**config.mk**
```make
export PLATFORM = sky130hd
export DESIGN_NAME = socfg_regs
export DESIGN_NICKNAME = d
export VERILOG_FILES = /design/src/logic/socfg_pkg.sv /design/src/logic/socfg_regs.sv
export SDC_FILE = /design/constraint.sdc
export NUM_CORES = 1
export LEC_CHECK = 0
export BUFFER_PORTS_ARGS = -buffer_cell sky130_fd_sc_hd__buf_2
export CORE_AREA = 2 2 122 124
export DETAILED_ROUTE_END_ITERATION = 10
export DIE_AREA = 0 0 124 126
export GPL_TIMING_DRIVEN = 0
export HOLD_SLACK_MARGIN = 0.15
export PLACE_DENSITY = 0.6
export SLEW_MARGIN = 20
export SYNTH_ARGS = -nofsm -noshare
export SYNTH_HDL_FRONTEND = slang
export SYNTH_SLANG_ARGS = --single-unit
```
**constraint.sdc**
```tcl
create_clock -name mclk -period 2.45 [get_ports mclk]
set_input_delay 0.49 -clock mclk [delete_from_list [all_inputs] [get_ports mclk]]
set_output_delay 0.49 -clock mclk [all_outputs]
set_load 0.005 [all_outputs]
```
**src/logic/socfg_pkg.sv**
```systemverilog
// Package for the sensor driver configuration register bank.
// Holds register offsets, field positions, reset values, keys and carrier types.
package socfg_pkg;

    localparam int ADDR_W = 8;
    localparam int DATA_W = 8;

    localparam logic [7:0] OFS_THRESHOLD_ONE = 8'h14;
    localparam logic [7:0] OFS_THRESHOLD_TWO = 8'h15;
    localparam logic [7:0] OFS_BANK_ONE_KEY = 8'h17;
    localparam logic [7:0] OFS_OUTPUT_DRIVER = 8'h19;
    localparam logic [7:0] OFS_PWM_ONE_LOW = 8'h1A;
    localparam logic [7:0] OFS_PWM_TWO_LOW = 8'h1B;
    localparam logic [7:0] OFS_LOGIC_OUTPUTS = 8'h1C;
    localparam logic [7:0] OFS_BANK_TWO_KEY = 8'h1E;

    localparam logic [7:0] RST_CFG = 8'h00;
    localparam logic [7:0] RST_KEY = 8'h35;
    localparam logic [7:0] ACCESS_KEY = 8'h34;
    localparam logic [7:0] READ_ZERO = 8'h00;

    localparam int THR_LSB = 0;
    localparam int THR_MSB = 5;
    localparam int POS_CMP_INVERT = 7;
    localparam int POS_STRETCH_POL = 6;
    localparam int POS_PWM_TWO_MSB = 7;
    localparam int POS_PWM_ONE_MSB = 6;
    localparam int POS_CURRENT_LIMIT = 5;
    localparam int PULL_LSB = 3;
    localparam int PULL_MSB = 4;
    localparam int POS_SENSE = 2;
    localparam int TOPO_LSB = 0;
    localparam int TOPO_MSB = 1;
    localparam int POS_LO3_LEVEL = 3;
    localparam int LO2_LSB = 0;
    localparam int LO2_MSB = 2;
    localparam int LOGIC_USED_W = 4;

    typedef enum logic [1:0] {
        SOCFG_PULL_NONE = 2'h0,
        SOCFG_PULL_UP = 2'h1,
        SOCFG_PULL_DOWN = 2'h2,
        SOCFG_PULL_RSVD = 2'h3
    } socfg_pull_t;

    typedef enum logic [1:0] {
        SOCFG_TOPO_HIGH_SIDE = 2'h0,
        SOCFG_TOPO_LOW_SIDE = 2'h1,
        SOCFG_TOPO_PUSH_PULL = 2'h2,
        SOCFG_TOPO_RSVD = 2'h3
    } socfg_topo_t;

    typedef enum logic [2:0] {
        SOCFG_LO2_STATIC_LOW = 3'h0,
        SOCFG_LO2_STATIC_OPEN = 3'h1,
        SOCFG_LO2_CMP_FOLLOW = 3'h2,
        SOCFG_LO2_CMP_INVERSE = 3'h3,
        SOCFG_LO2_FAULT_FLAG = 3'h4
    } socfg_lo2_mode_t;

    // Register access request from the link layer.
    typedef struct packed {
        logic wr;
        logic rd;
        logic [ADDR_W-1:0] addr;
        logic [DATA_W-1:0] wdata;
    } socfg_req_t;

    // Decoded configuration handed to the analog and driver sections.
    typedef struct packed {
        logic [5:0] first_threshold_code;
        logic [5:0] second_threshold_code;
        logic comparator_invert;
        logic stretch_polarity;
        logic [8:0] pwm_duty_one;
        logic [8:0] pwm_duty_two;
        logic driver_current_limit;
        logic [1:0] driver_pull_select;
        logic driver_sense;
        logic [1:0] driver_topology;
        logic third_logic_out_level;
        logic [2:0] second_logic_out_mode;
    } socfg_cfg_t;

endpackage : socfg_pkg

```
**src/logic/socfg_regs.sv**
```systemverilog
// Configuration register bank of the sensor output driver, second comparator and output banks.
// Assumes a link decoder on mclk presenting one-cycle read and write strobes and a RAM-mode level;
// comparator and fault levels arrive from analog circuitry and are synchronised here.
//
// Function
// - First threshold code in bits 5:0.
// - Second threshold code in next register 5:0.
// - Bit 7 set inverts comparator output.
// - Bit 6 picks positive or negative stretching.
// - Key 0x34 in RAM mode opens bank one.
// - Key 0x34 in RAM mode opens bank two.
// - Duty two: MSB bit 7, low byte 0x1B.
// - Duty one: MSB bit 6, low byte 0x1A.
// - Bit 5 selects 100mA or 200mA limit.
// - Bits 4:3 select none, pullup, pulldown.
// - Bit 2 selects normally-open or normally-closed.
// - Bits 1:0 select high-side, low-side, push-pull.
// - Bit 3 sets third output static level.
// - Mode 000 low, 001 open.
// - Mode 010: on while comparator high.
// - Mode 011: on while comparator low.
// - Mode 100: pulls low on driver fault.
module socfg_regs (
    input wire logic mclk,
    input wire logic rst,
    input wire logic ram_mode,
    input wire socfg_pkg::socfg_req_t req,
    output socfg_pkg::socfg_cfg_t cfg,
    output logic [socfg_pkg::DATA_W-1:0] rdata,
    output logic rvalid,
    output logic bank_one_open,
    output logic bank_two_open,
    input wire logic comparator_output,
    input wire logic driver_fault,
    output logic second_logic_output_o,
    output logic second_logic_output_oe,
    output logic third_logic_output_o,
    output logic third_logic_output_oe
);
    import socfg_pkg::*;

    logic [DATA_W-1:0] threshold_one_cfg;
    logic [DATA_W-1:0] threshold_two_polarity_cfg;
    logic [DATA_W-1:0] output_driver_cfg;
    logic [DATA_W-1:0] pwm_duty_one_low;
    logic [DATA_W-1:0] pwm_duty_two_low;
    logic [DATA_W-1:0] logic_outputs_cfg;
    logic [DATA_W-1:0] bank_one_key;
    logic [DATA_W-1:0] bank_two_key;
    logic [1:0] cmp_sync;
    logic [1:0] fault_sync;
    logic cmp_effective;
    logic next_lo2_oe;
    logic wr_one;
    logic wr_two;

    // Tells whether an offset lies in the comparator bank (one) or the output bank (two).
    function automatic logic in_bank_one(input logic [ADDR_W-1:0] a);
        in_bank_one = (a == OFS_THRESHOLD_ONE) || (a == OFS_THRESHOLD_TWO);
    endfunction : in_bank_one

    function automatic logic in_bank_two(input logic [ADDR_W-1:0] a);
        in_bank_two = (a == OFS_OUTPUT_DRIVER) || (a == OFS_PWM_ONE_LOW) ||
            (a == OFS_PWM_TWO_LOW) || (a == OFS_LOGIC_OUTPUTS);
    endfunction : in_bank_two

    // A bank accepts configuration writes only while open.
    assign wr_one = req.wr && bank_one_open && in_bank_one(req.addr);
    assign wr_two = req.wr && bank_two_open && in_bank_two(req.addr);

    // Key registers are written only in RAM mode; any value other than the key closes the bank.
    always_ff @(posedge mclk) begin
        if (rst) begin
            bank_one_key <= RST_KEY;
            bank_two_key <= RST_KEY;
        end else if (req.wr && ram_mode) begin
            if (req.addr == OFS_BANK_ONE_KEY) begin
                bank_one_key <= req.wdata;
            end
            if (req.addr == OFS_BANK_TWO_KEY) begin
                bank_two_key <= req.wdata;
            end
        end
    end

    // Access is granted while the key is held and RAM mode stays active.
    always_ff @(posedge mclk) begin
        if (rst) begin
            bank_one_open <= 1'b0;
            bank_two_open <= 1'b0;
        end else begin
            bank_one_open <= ram_mode && (bank_one_key == ACCESS_KEY);
            bank_two_open <= ram_mode && (bank_two_key == ACCESS_KEY);
        end
    end

    // Comparator bank storage; unused upper threshold bits are not stored.
    always_ff @(posedge mclk) begin
        if (rst) begin
            threshold_one_cfg <= RST_CFG;
            threshold_two_polarity_cfg <= RST_CFG;
        end else if (wr_one) begin
            if (req.addr == OFS_THRESHOLD_ONE) begin
                threshold_one_cfg <= {2'h0, req.wdata[THR_MSB:THR_LSB]};
            end else begin
                threshold_two_polarity_cfg <= req.wdata;
            end
        end
    end

    // Output bank storage; unused upper bits of the logic output register are not stored.
    always_ff @(posedge mclk) begin
        if (rst) begin
            output_driver_cfg <= RST_CFG;
            pwm_duty_one_low <= RST_CFG;
            pwm_duty_two_low <= RST_CFG;
            logic_outputs_cfg <= RST_CFG;
        end else if (wr_two) begin
            unique case (req.addr)
                OFS_OUTPUT_DRIVER: output_driver_cfg <= req.wdata;
                OFS_PWM_ONE_LOW: pwm_duty_one_low <= req.wdata;
                OFS_PWM_TWO_LOW: pwm_duty_two_low <= req.wdata;
                default: logic_outputs_cfg <= {4'h0, req.wdata[LOGIC_USED_W-1:0]};
            endcase
        end
    end

    // Read port: stored registers read back, key registers and unmapped offsets read zero.
    always_ff @(posedge mclk) begin
        if (rst) begin
            rdata <= READ_ZERO;
            rvalid <= 1'b0;
        end else begin
            rvalid <= req.rd;
            if (req.rd) begin
                unique case (req.addr)
                    OFS_THRESHOLD_ONE: rdata <= threshold_one_cfg;
                    OFS_THRESHOLD_TWO: rdata <= threshold_two_polarity_cfg;
                    OFS_OUTPUT_DRIVER: rdata <= output_driver_cfg;
                    OFS_PWM_ONE_LOW: rdata <= pwm_duty_one_low;
                    OFS_PWM_TWO_LOW: rdata <= pwm_duty_two_low;
                    OFS_LOGIC_OUTPUTS: rdata <= logic_outputs_cfg;
                    default: rdata <= READ_ZERO;
                endcase
            end
        end
    end

    // Decoded configuration fields, registered for the analog and driver sections.
    always_ff @(posedge mclk) begin
        if (rst) begin
            cfg <= '0;
        end else begin
            cfg.first_threshold_code <= threshold_one_cfg[THR_MSB:THR_LSB];
            cfg.second_threshold_code <= threshold_two_polarity_cfg[THR_MSB:THR_LSB];
            cfg.comparator_invert <= threshold_two_polarity_cfg[POS_CMP_INVERT];
            cfg.stretch_polarity <= threshold_two_polarity_cfg[POS_STRETCH_POL];
            cfg.pwm_duty_one <= {output_driver_cfg[POS_PWM_ONE_MSB], pwm_duty_one_low};
            cfg.pwm_duty_two <= {output_driver_cfg[POS_PWM_TWO_MSB], pwm_duty_two_low};
            cfg.driver_current_limit <= output_driver_cfg[POS_CURRENT_LIMIT];
            cfg.driver_pull_select <= output_driver_cfg[PULL_MSB:PULL_LSB];
            cfg.driver_sense <= output_driver_cfg[POS_SENSE];
            cfg.driver_topology <= output_driver_cfg[TOPO_MSB:TOPO_LSB];
            cfg.third_logic_out_level <= logic_outputs_cfg[POS_LO3_LEVEL];
            cfg.second_logic_out_mode <= logic_outputs_cfg[LO2_MSB:LO2_LSB];
        end
    end

    // Analog levels pass two flip-flops before any logic reads them.
    always_ff @(posedge mclk) begin
        if (rst) begin
            cmp_sync <= 2'h0;
            fault_sync <= 2'h0;
        end else begin
            cmp_sync <= {cmp_sync[0], comparator_output};
            fault_sync <= {fault_sync[0], driver_fault};
        end
    end

    // The polarity bit applies to the comparator before the logic output uses it.
    assign cmp_effective = cmp_sync[1] ^ threshold_two_polarity_cfg[POS_CMP_INVERT];

    // Open-drain second output: enable high means the pin is pulled low, which is the on state.
    always_comb begin
        unique case (logic_outputs_cfg[LO2_MSB:LO2_LSB])
            SOCFG_LO2_STATIC_LOW: next_lo2_oe = 1'b1;
            SOCFG_LO2_STATIC_OPEN: next_lo2_oe = 1'b0;
            SOCFG_LO2_CMP_FOLLOW: next_lo2_oe = cmp_effective;
            SOCFG_LO2_CMP_INVERSE: next_lo2_oe = !cmp_effective;
            SOCFG_LO2_FAULT_FLAG: next_lo2_oe = fault_sync[1];
            default: next_lo2_oe = 1'b1;
        endcase
    end

    // Open-drain pins only ever drive low; a high level is the released pin.
    always_ff @(posedge mclk) begin
        if (rst) begin
            second_logic_output_o <= 1'b0;
            second_logic_output_oe <= 1'b1;
            third_logic_output_o <= 1'b0;
            third_logic_output_oe <= 1'b1;
        end else begin
            second_logic_output_o <= 1'b0;
            second_logic_output_oe <= next_lo2_oe;
            third_logic_output_o <= 1'b0;
            third_logic_output_oe <= !logic_outputs_cfg[POS_LO3_LEVEL];
        end
    end

endmodule : socfg_regs
```
==> results_tabular.tex <==
\begin{tabular}{lr}
\hline
Metric & Value \\
\hline
\multicolumn{2}{l}{\textbf{Pwr}} \\
\quad Relative contribution of sequential cells to total power & 42.8\% \\
\quad Fraction of power spent switching nets & 22.6\% \\
\quad Internal power & 3.45 mW \\
\quad Power density relative to cell area & 823 nW/um2 \\
\quad Gate power share & 3.3\% \\
\quad Total power after layout & 4.46 mW \\
\quad Switching power total & 1.01 mW \\
\quad P\_leak & 2.53 nW \\
\quad Share of power burned in the clock network & 53.9\% \\
\quad Peak supply drop & 0.487 mV \\
\multicolumn{2}{l}{\textbf{Drt}} \\
\quad Number of remaining DRC errors & 0 \\
\quad Number of DRC markers in iteration 0 & 188 \\
\quad Via count & 3,339 \\
\quad Routed wirelength normalized by instance count & 15.7 um \\
\quad Number of nets still failing antenna checks after routing & 0 \\
\quad Detailed Routing Iterations Pass 1 & 4 \\
\quad Post-DR vias/cell & 4.66 \\
\quad Total Routed Length & 11,200 um \\
\multicolumn{2}{l}{\textbf{Clocking}} \\
\quad TritonCTS clock tree & yes \\
\quad H-Tree Depth & 4 \\
\quad Clock insertion delay at the later pin of the skew report & 0.42 ns \\
\quad Clock Tree Buf Depth & 2 \\
\quad Buffer count from post-CTS setup fixing & 0 \\
\quad Library cell used as clock root buffer & clkbuf\_16 \\
\quad CTS clk-pin slew, worst paths & 0.06 ns \\
\quad Number of buffers added by the clock tree synthesis step & 17 \\
\quad Hold buffer count at cts & 0 \\
\quad TritonCTS sink count & 117 \\
\quad Resized Gates After CTS & 0 \\
\multicolumn{2}{l}{\textbf{Synthesis}} \\
\quad Multiplexer fraction of the synthesized cell area & 5.51\% \\
\quad Number of enable-type register cells in the synthesized netlist & 0 \\
\quad Compound-gate portion of the synthesized area & 12.5\% \\
\quad Area share of the largest cell type after synthesis & 55.5\% \\
\quad Xor and xnor area share after synthesis & 0.415\% \\
\quad Share of synthesized cell area in full adder, half adder and majority cells & 0\% \\
\quad Cell type with the highest aggregate area in the netlist & dfxtp\_1 \\
\quad Avg Synthesized Cell Area & 9.93 um2 \\
\quad Number of synthesized register bits & 117 \\
\quad Commonest cells in the synthesized netlist & dfxtp\_1, nor2\_1, nor2b\_1 \\
\quad Synth cell types & 40 \\
\quad Simple-gate share of the synthesized area & 22.4\% \\
\quad Cells taking the most area after synthesis & dfxtp\_1, nor2b\_1, mux2i\_1 \\
\quad Number of instances in the synthesized netlist & 425 \\
\quad Portion of the post-synthesis area used by sequential elements & 55.5\% \\
\quad Most used flip-flop cell after synthesis & dfxtp\_1 \\
\quad Dominant combinational cell family by area after synthesis & simple AND/OR/NAND/NOR gates \\
\quad Yosys warning count & 0 \\
\quad Fraction of registers with async set/reset & 0\% \\
\quad Syn Std Cell Area & 4220 um2 \\
\quad Most frequently used cell type in the post-synthesis netlist & dfxtp\_1 \\
\multicolumn{2}{l}{\textbf{STA}} \\
\quad Shortest period the worst path allows & 1.83 ns \\
\quad Number of hold violations in the final report & 0 \\
\quad Max-slew violation count & 0 \\
\quad Maximum clock skew at final layout & 0.0108 ns \\
\quad Setup repair after global routing missed its margin & no \\
\quad Crit share post-route & 74.7\% \\
\quad Max-Slew Margin vs Limit & 58.8\% \\
\quad Slew of the pin with the lowest slew margin & 0.616 ns \\
\quad Achievable frequency & 546 MHz \\
\quad Final setup vio count & 0 \\
\quad Setup\_tns & 0 ns \\
\quad Fin Hold WS & 0.303 ns \\
\multicolumn{2}{l}{\textbf{Setup path}} \\
\quad Endpoint kind of the worst setup timing path & flop \\
\quad Flop-to-flop setup slack & 0.99 ns \\
\quad Cell count of the worst reg-to-reg path & 4 \\
\quad Endpoint of the most critical register-to-register path & threshold\_two\_polarity\_cfg[1] \\
\quad Largest driver fanout on the critical path & 10 \\
\quad Signal arrival time at the worst endpoint & 2.11 ns \\
\quad Critical path startpoint category & input pin \\
\quad Worst setup endpoint & output\_driver\_cfg[1] \\
\quad Critical path start-end classification & input pin to flop \\
\quad Critical path origin & req[13] \\
\quad Worst r2r src & bank\_one\_open \\
\quad Data required time at the worst endpoint & 2.73 ns \\
\multicolumn{2}{l}{\textbf{Floorplanning}} \\
\quad Initial core utilization & 29.5\% \\
\quad Core Footprint & 14,300 um2 \\
\quad Vertical die dimension & 126 um \\
\quad Count of pins on the block boundary & 80 \\
\quad Die X & 124 um \\
\quad Cell Rows & 44 \\
\quad Die area & 15,600 um2 \\
\multicolumn{2}{l}{\textbf{Final layout}} \\
\quad Total area of sequential cells & 2340 um2 \\
\quad Number of fill cells & 1,461 \\
\quad Area growth, synth to finish & 28.2\% \\
\quad Multi-input gate area & 1730 um2 \\
\quad Number of antenna cells inserted & 0 \\
\quad Final core occ & 37.8\% \\
\quad Final std cells w/o fill & 717 \\
\quad Final Net Count & 543 \\
\quad Layout cells sized above 1 & 22.7\% \\
\multicolumn{2}{l}{\textbf{Flow run}} \\
\quad Number of violations of the max-capacitance limit & 0 \\
\multicolumn{2}{l}{\textbf{Placement}} \\
\quad IO Port Bufs & 75 \\
\quad Half-perimeter wire length after placement & 8440 um \\
\quad GPL Wtd Cong & 0.901 \\
\quad Placed Cells & 685 \\
\multicolumn{2}{l}{\textbf{Run status}} \\
\quad Status & finished clean \\
\multicolumn{2}{l}{\textbf{GRT}} \\
\quad Total Routing Usage GR & 15.3\% \\
\quad Via count of the first global-routing pass & 3,351 \\
\quad Global-route wire length before repair & 17,700 um \\
\quad Maximum number of pins on one net before global-route repair & 17 \\
\quad Antenna violations before repair & 0 \\
\quad Remaining global-route overflow & 0 \\
\multicolumn{2}{l}{\textbf{Min path}} \\
\quad Hold Crit Class & input pin to flop \\
\hline
\end{tabular}
==> critical path: stages <==
cell and delay [ns]:
buf_2 0.11, nor4b_4 0.57, nand4_1 0.45, clkbuf_1 0.31, nand2_1 0.09, o21ai_0 0.07
==> logic make-up after synthesis <==
group                     after synthesis
other                                   1
and+or+nand+nor                       171
DFF                                   117
buffers and inverters                  34
AOI/OAI and AO/OA                      77
xor gates and xnor gates                2
muxes                                  23
==> stage by stage <==
stage	area (um2)	worst slack (ns)
global route	5410	0.456
finish	5410	0.619
global placement	4830	0.221
floorplan	4230	0.736
CTS	5410	0.620
detailed placement	4830	0.186
==> sequential cells by signal (all words and copies together) (netlist names), 2 cells and up <==
| name | count |
|---|---|
| logic_outputs_cfg | 4 |
| threshold_one_cfg | 6 |
| bank_one_key | 8 |
| cmp_sync | 2 |
| bank_two_key | 8 |
| pwm_duty_one_low | 8 |
| pwm_duty_two_low | 8 |
| output_driver_cfg | 8 |
| cfg | 42 |
| fault_sync | 2 |
| threshold_two_polarity_cfg | 8 |
| rdata | 8 |
==> power by group through the flow <==
stage | combinational [mW] | sequential [mW] | clock [mW]
after floorplan | 0.0791 | 1.95 | 0
after global placement | 0.143 | 1.95 | 0
after detailed placement | 0.146 | 1.95 | 0
after CTS | 0.146 | 1.91 | 2.45
after global routing | 0.159 | 1.91 | 2.54
final | 0.145 | 1.91 | 2.40
==> area by class of cell <==
class | instances | area share (%)
Clock inverter | 15 | 2.91
Multi-Input combinational cell | 275 | 32.0
Clock buffer | 17 | 7.86
Inverter | 5 | 0.347
Sequential cell | 117 | 43.3
Timing Repair Buffer | 75 | 6.93
Buffer | 29 | 2.40
Tap cell | 184 | 4.25
==> per-layer routing <==
layer | GRT usage (%) | up-vias | wire length (um)
met4 | 6.35 | 0 | 189
met2 | 24.5 | 84 | 5330
met3 | 4.44 | 15 | 679
met5 | 0 | - | 0
li1 | - | 1660 | -
met1 | 19.2 | 1580 | 5050
==> placed cells by master, fill, tap and decap left out, types with 4 or more instances in the layout <==
master and count:
a21oi_1 13, clkinv_4 5, nand2_1 16, nand3b_1 9, nand2b_1 16, nor3_1 10, clkbuf_1 16, clkbuf_16 17
buf_2 83, a21o_1 22, a22oi_1 4, clkinvlp_4 4, a22o_1 5, inv_1 5, nor2b_1 47, and3b_1 4
nor2_1 48, nand4_1 10, o21ai_0 15, dfxtp_1 117, mux2i_1 21, a32oi_1 4
==> worst min path at each step <==
stage / cells after the start / slack, ns / endpoint / start
detailed placement: 1 / 0.41 / bank_one_open / bank_one_key[0]
global placement: 1 / 0.41 / bank_two_open / bank_two_key[0]
CTS: 2 / 0.29 / cmp_sync[0] / comparator_output
global route: 2 / 0.31 / cmp_sync[0] / comparator_output
finish: 2 / 0.30 / cmp_sync[0] / comparator_output
floorplan: 1 / 0.40 / bank_one_open / bank_one_key[1]
No activity file was read; power rests on OpenSTA's default activity.
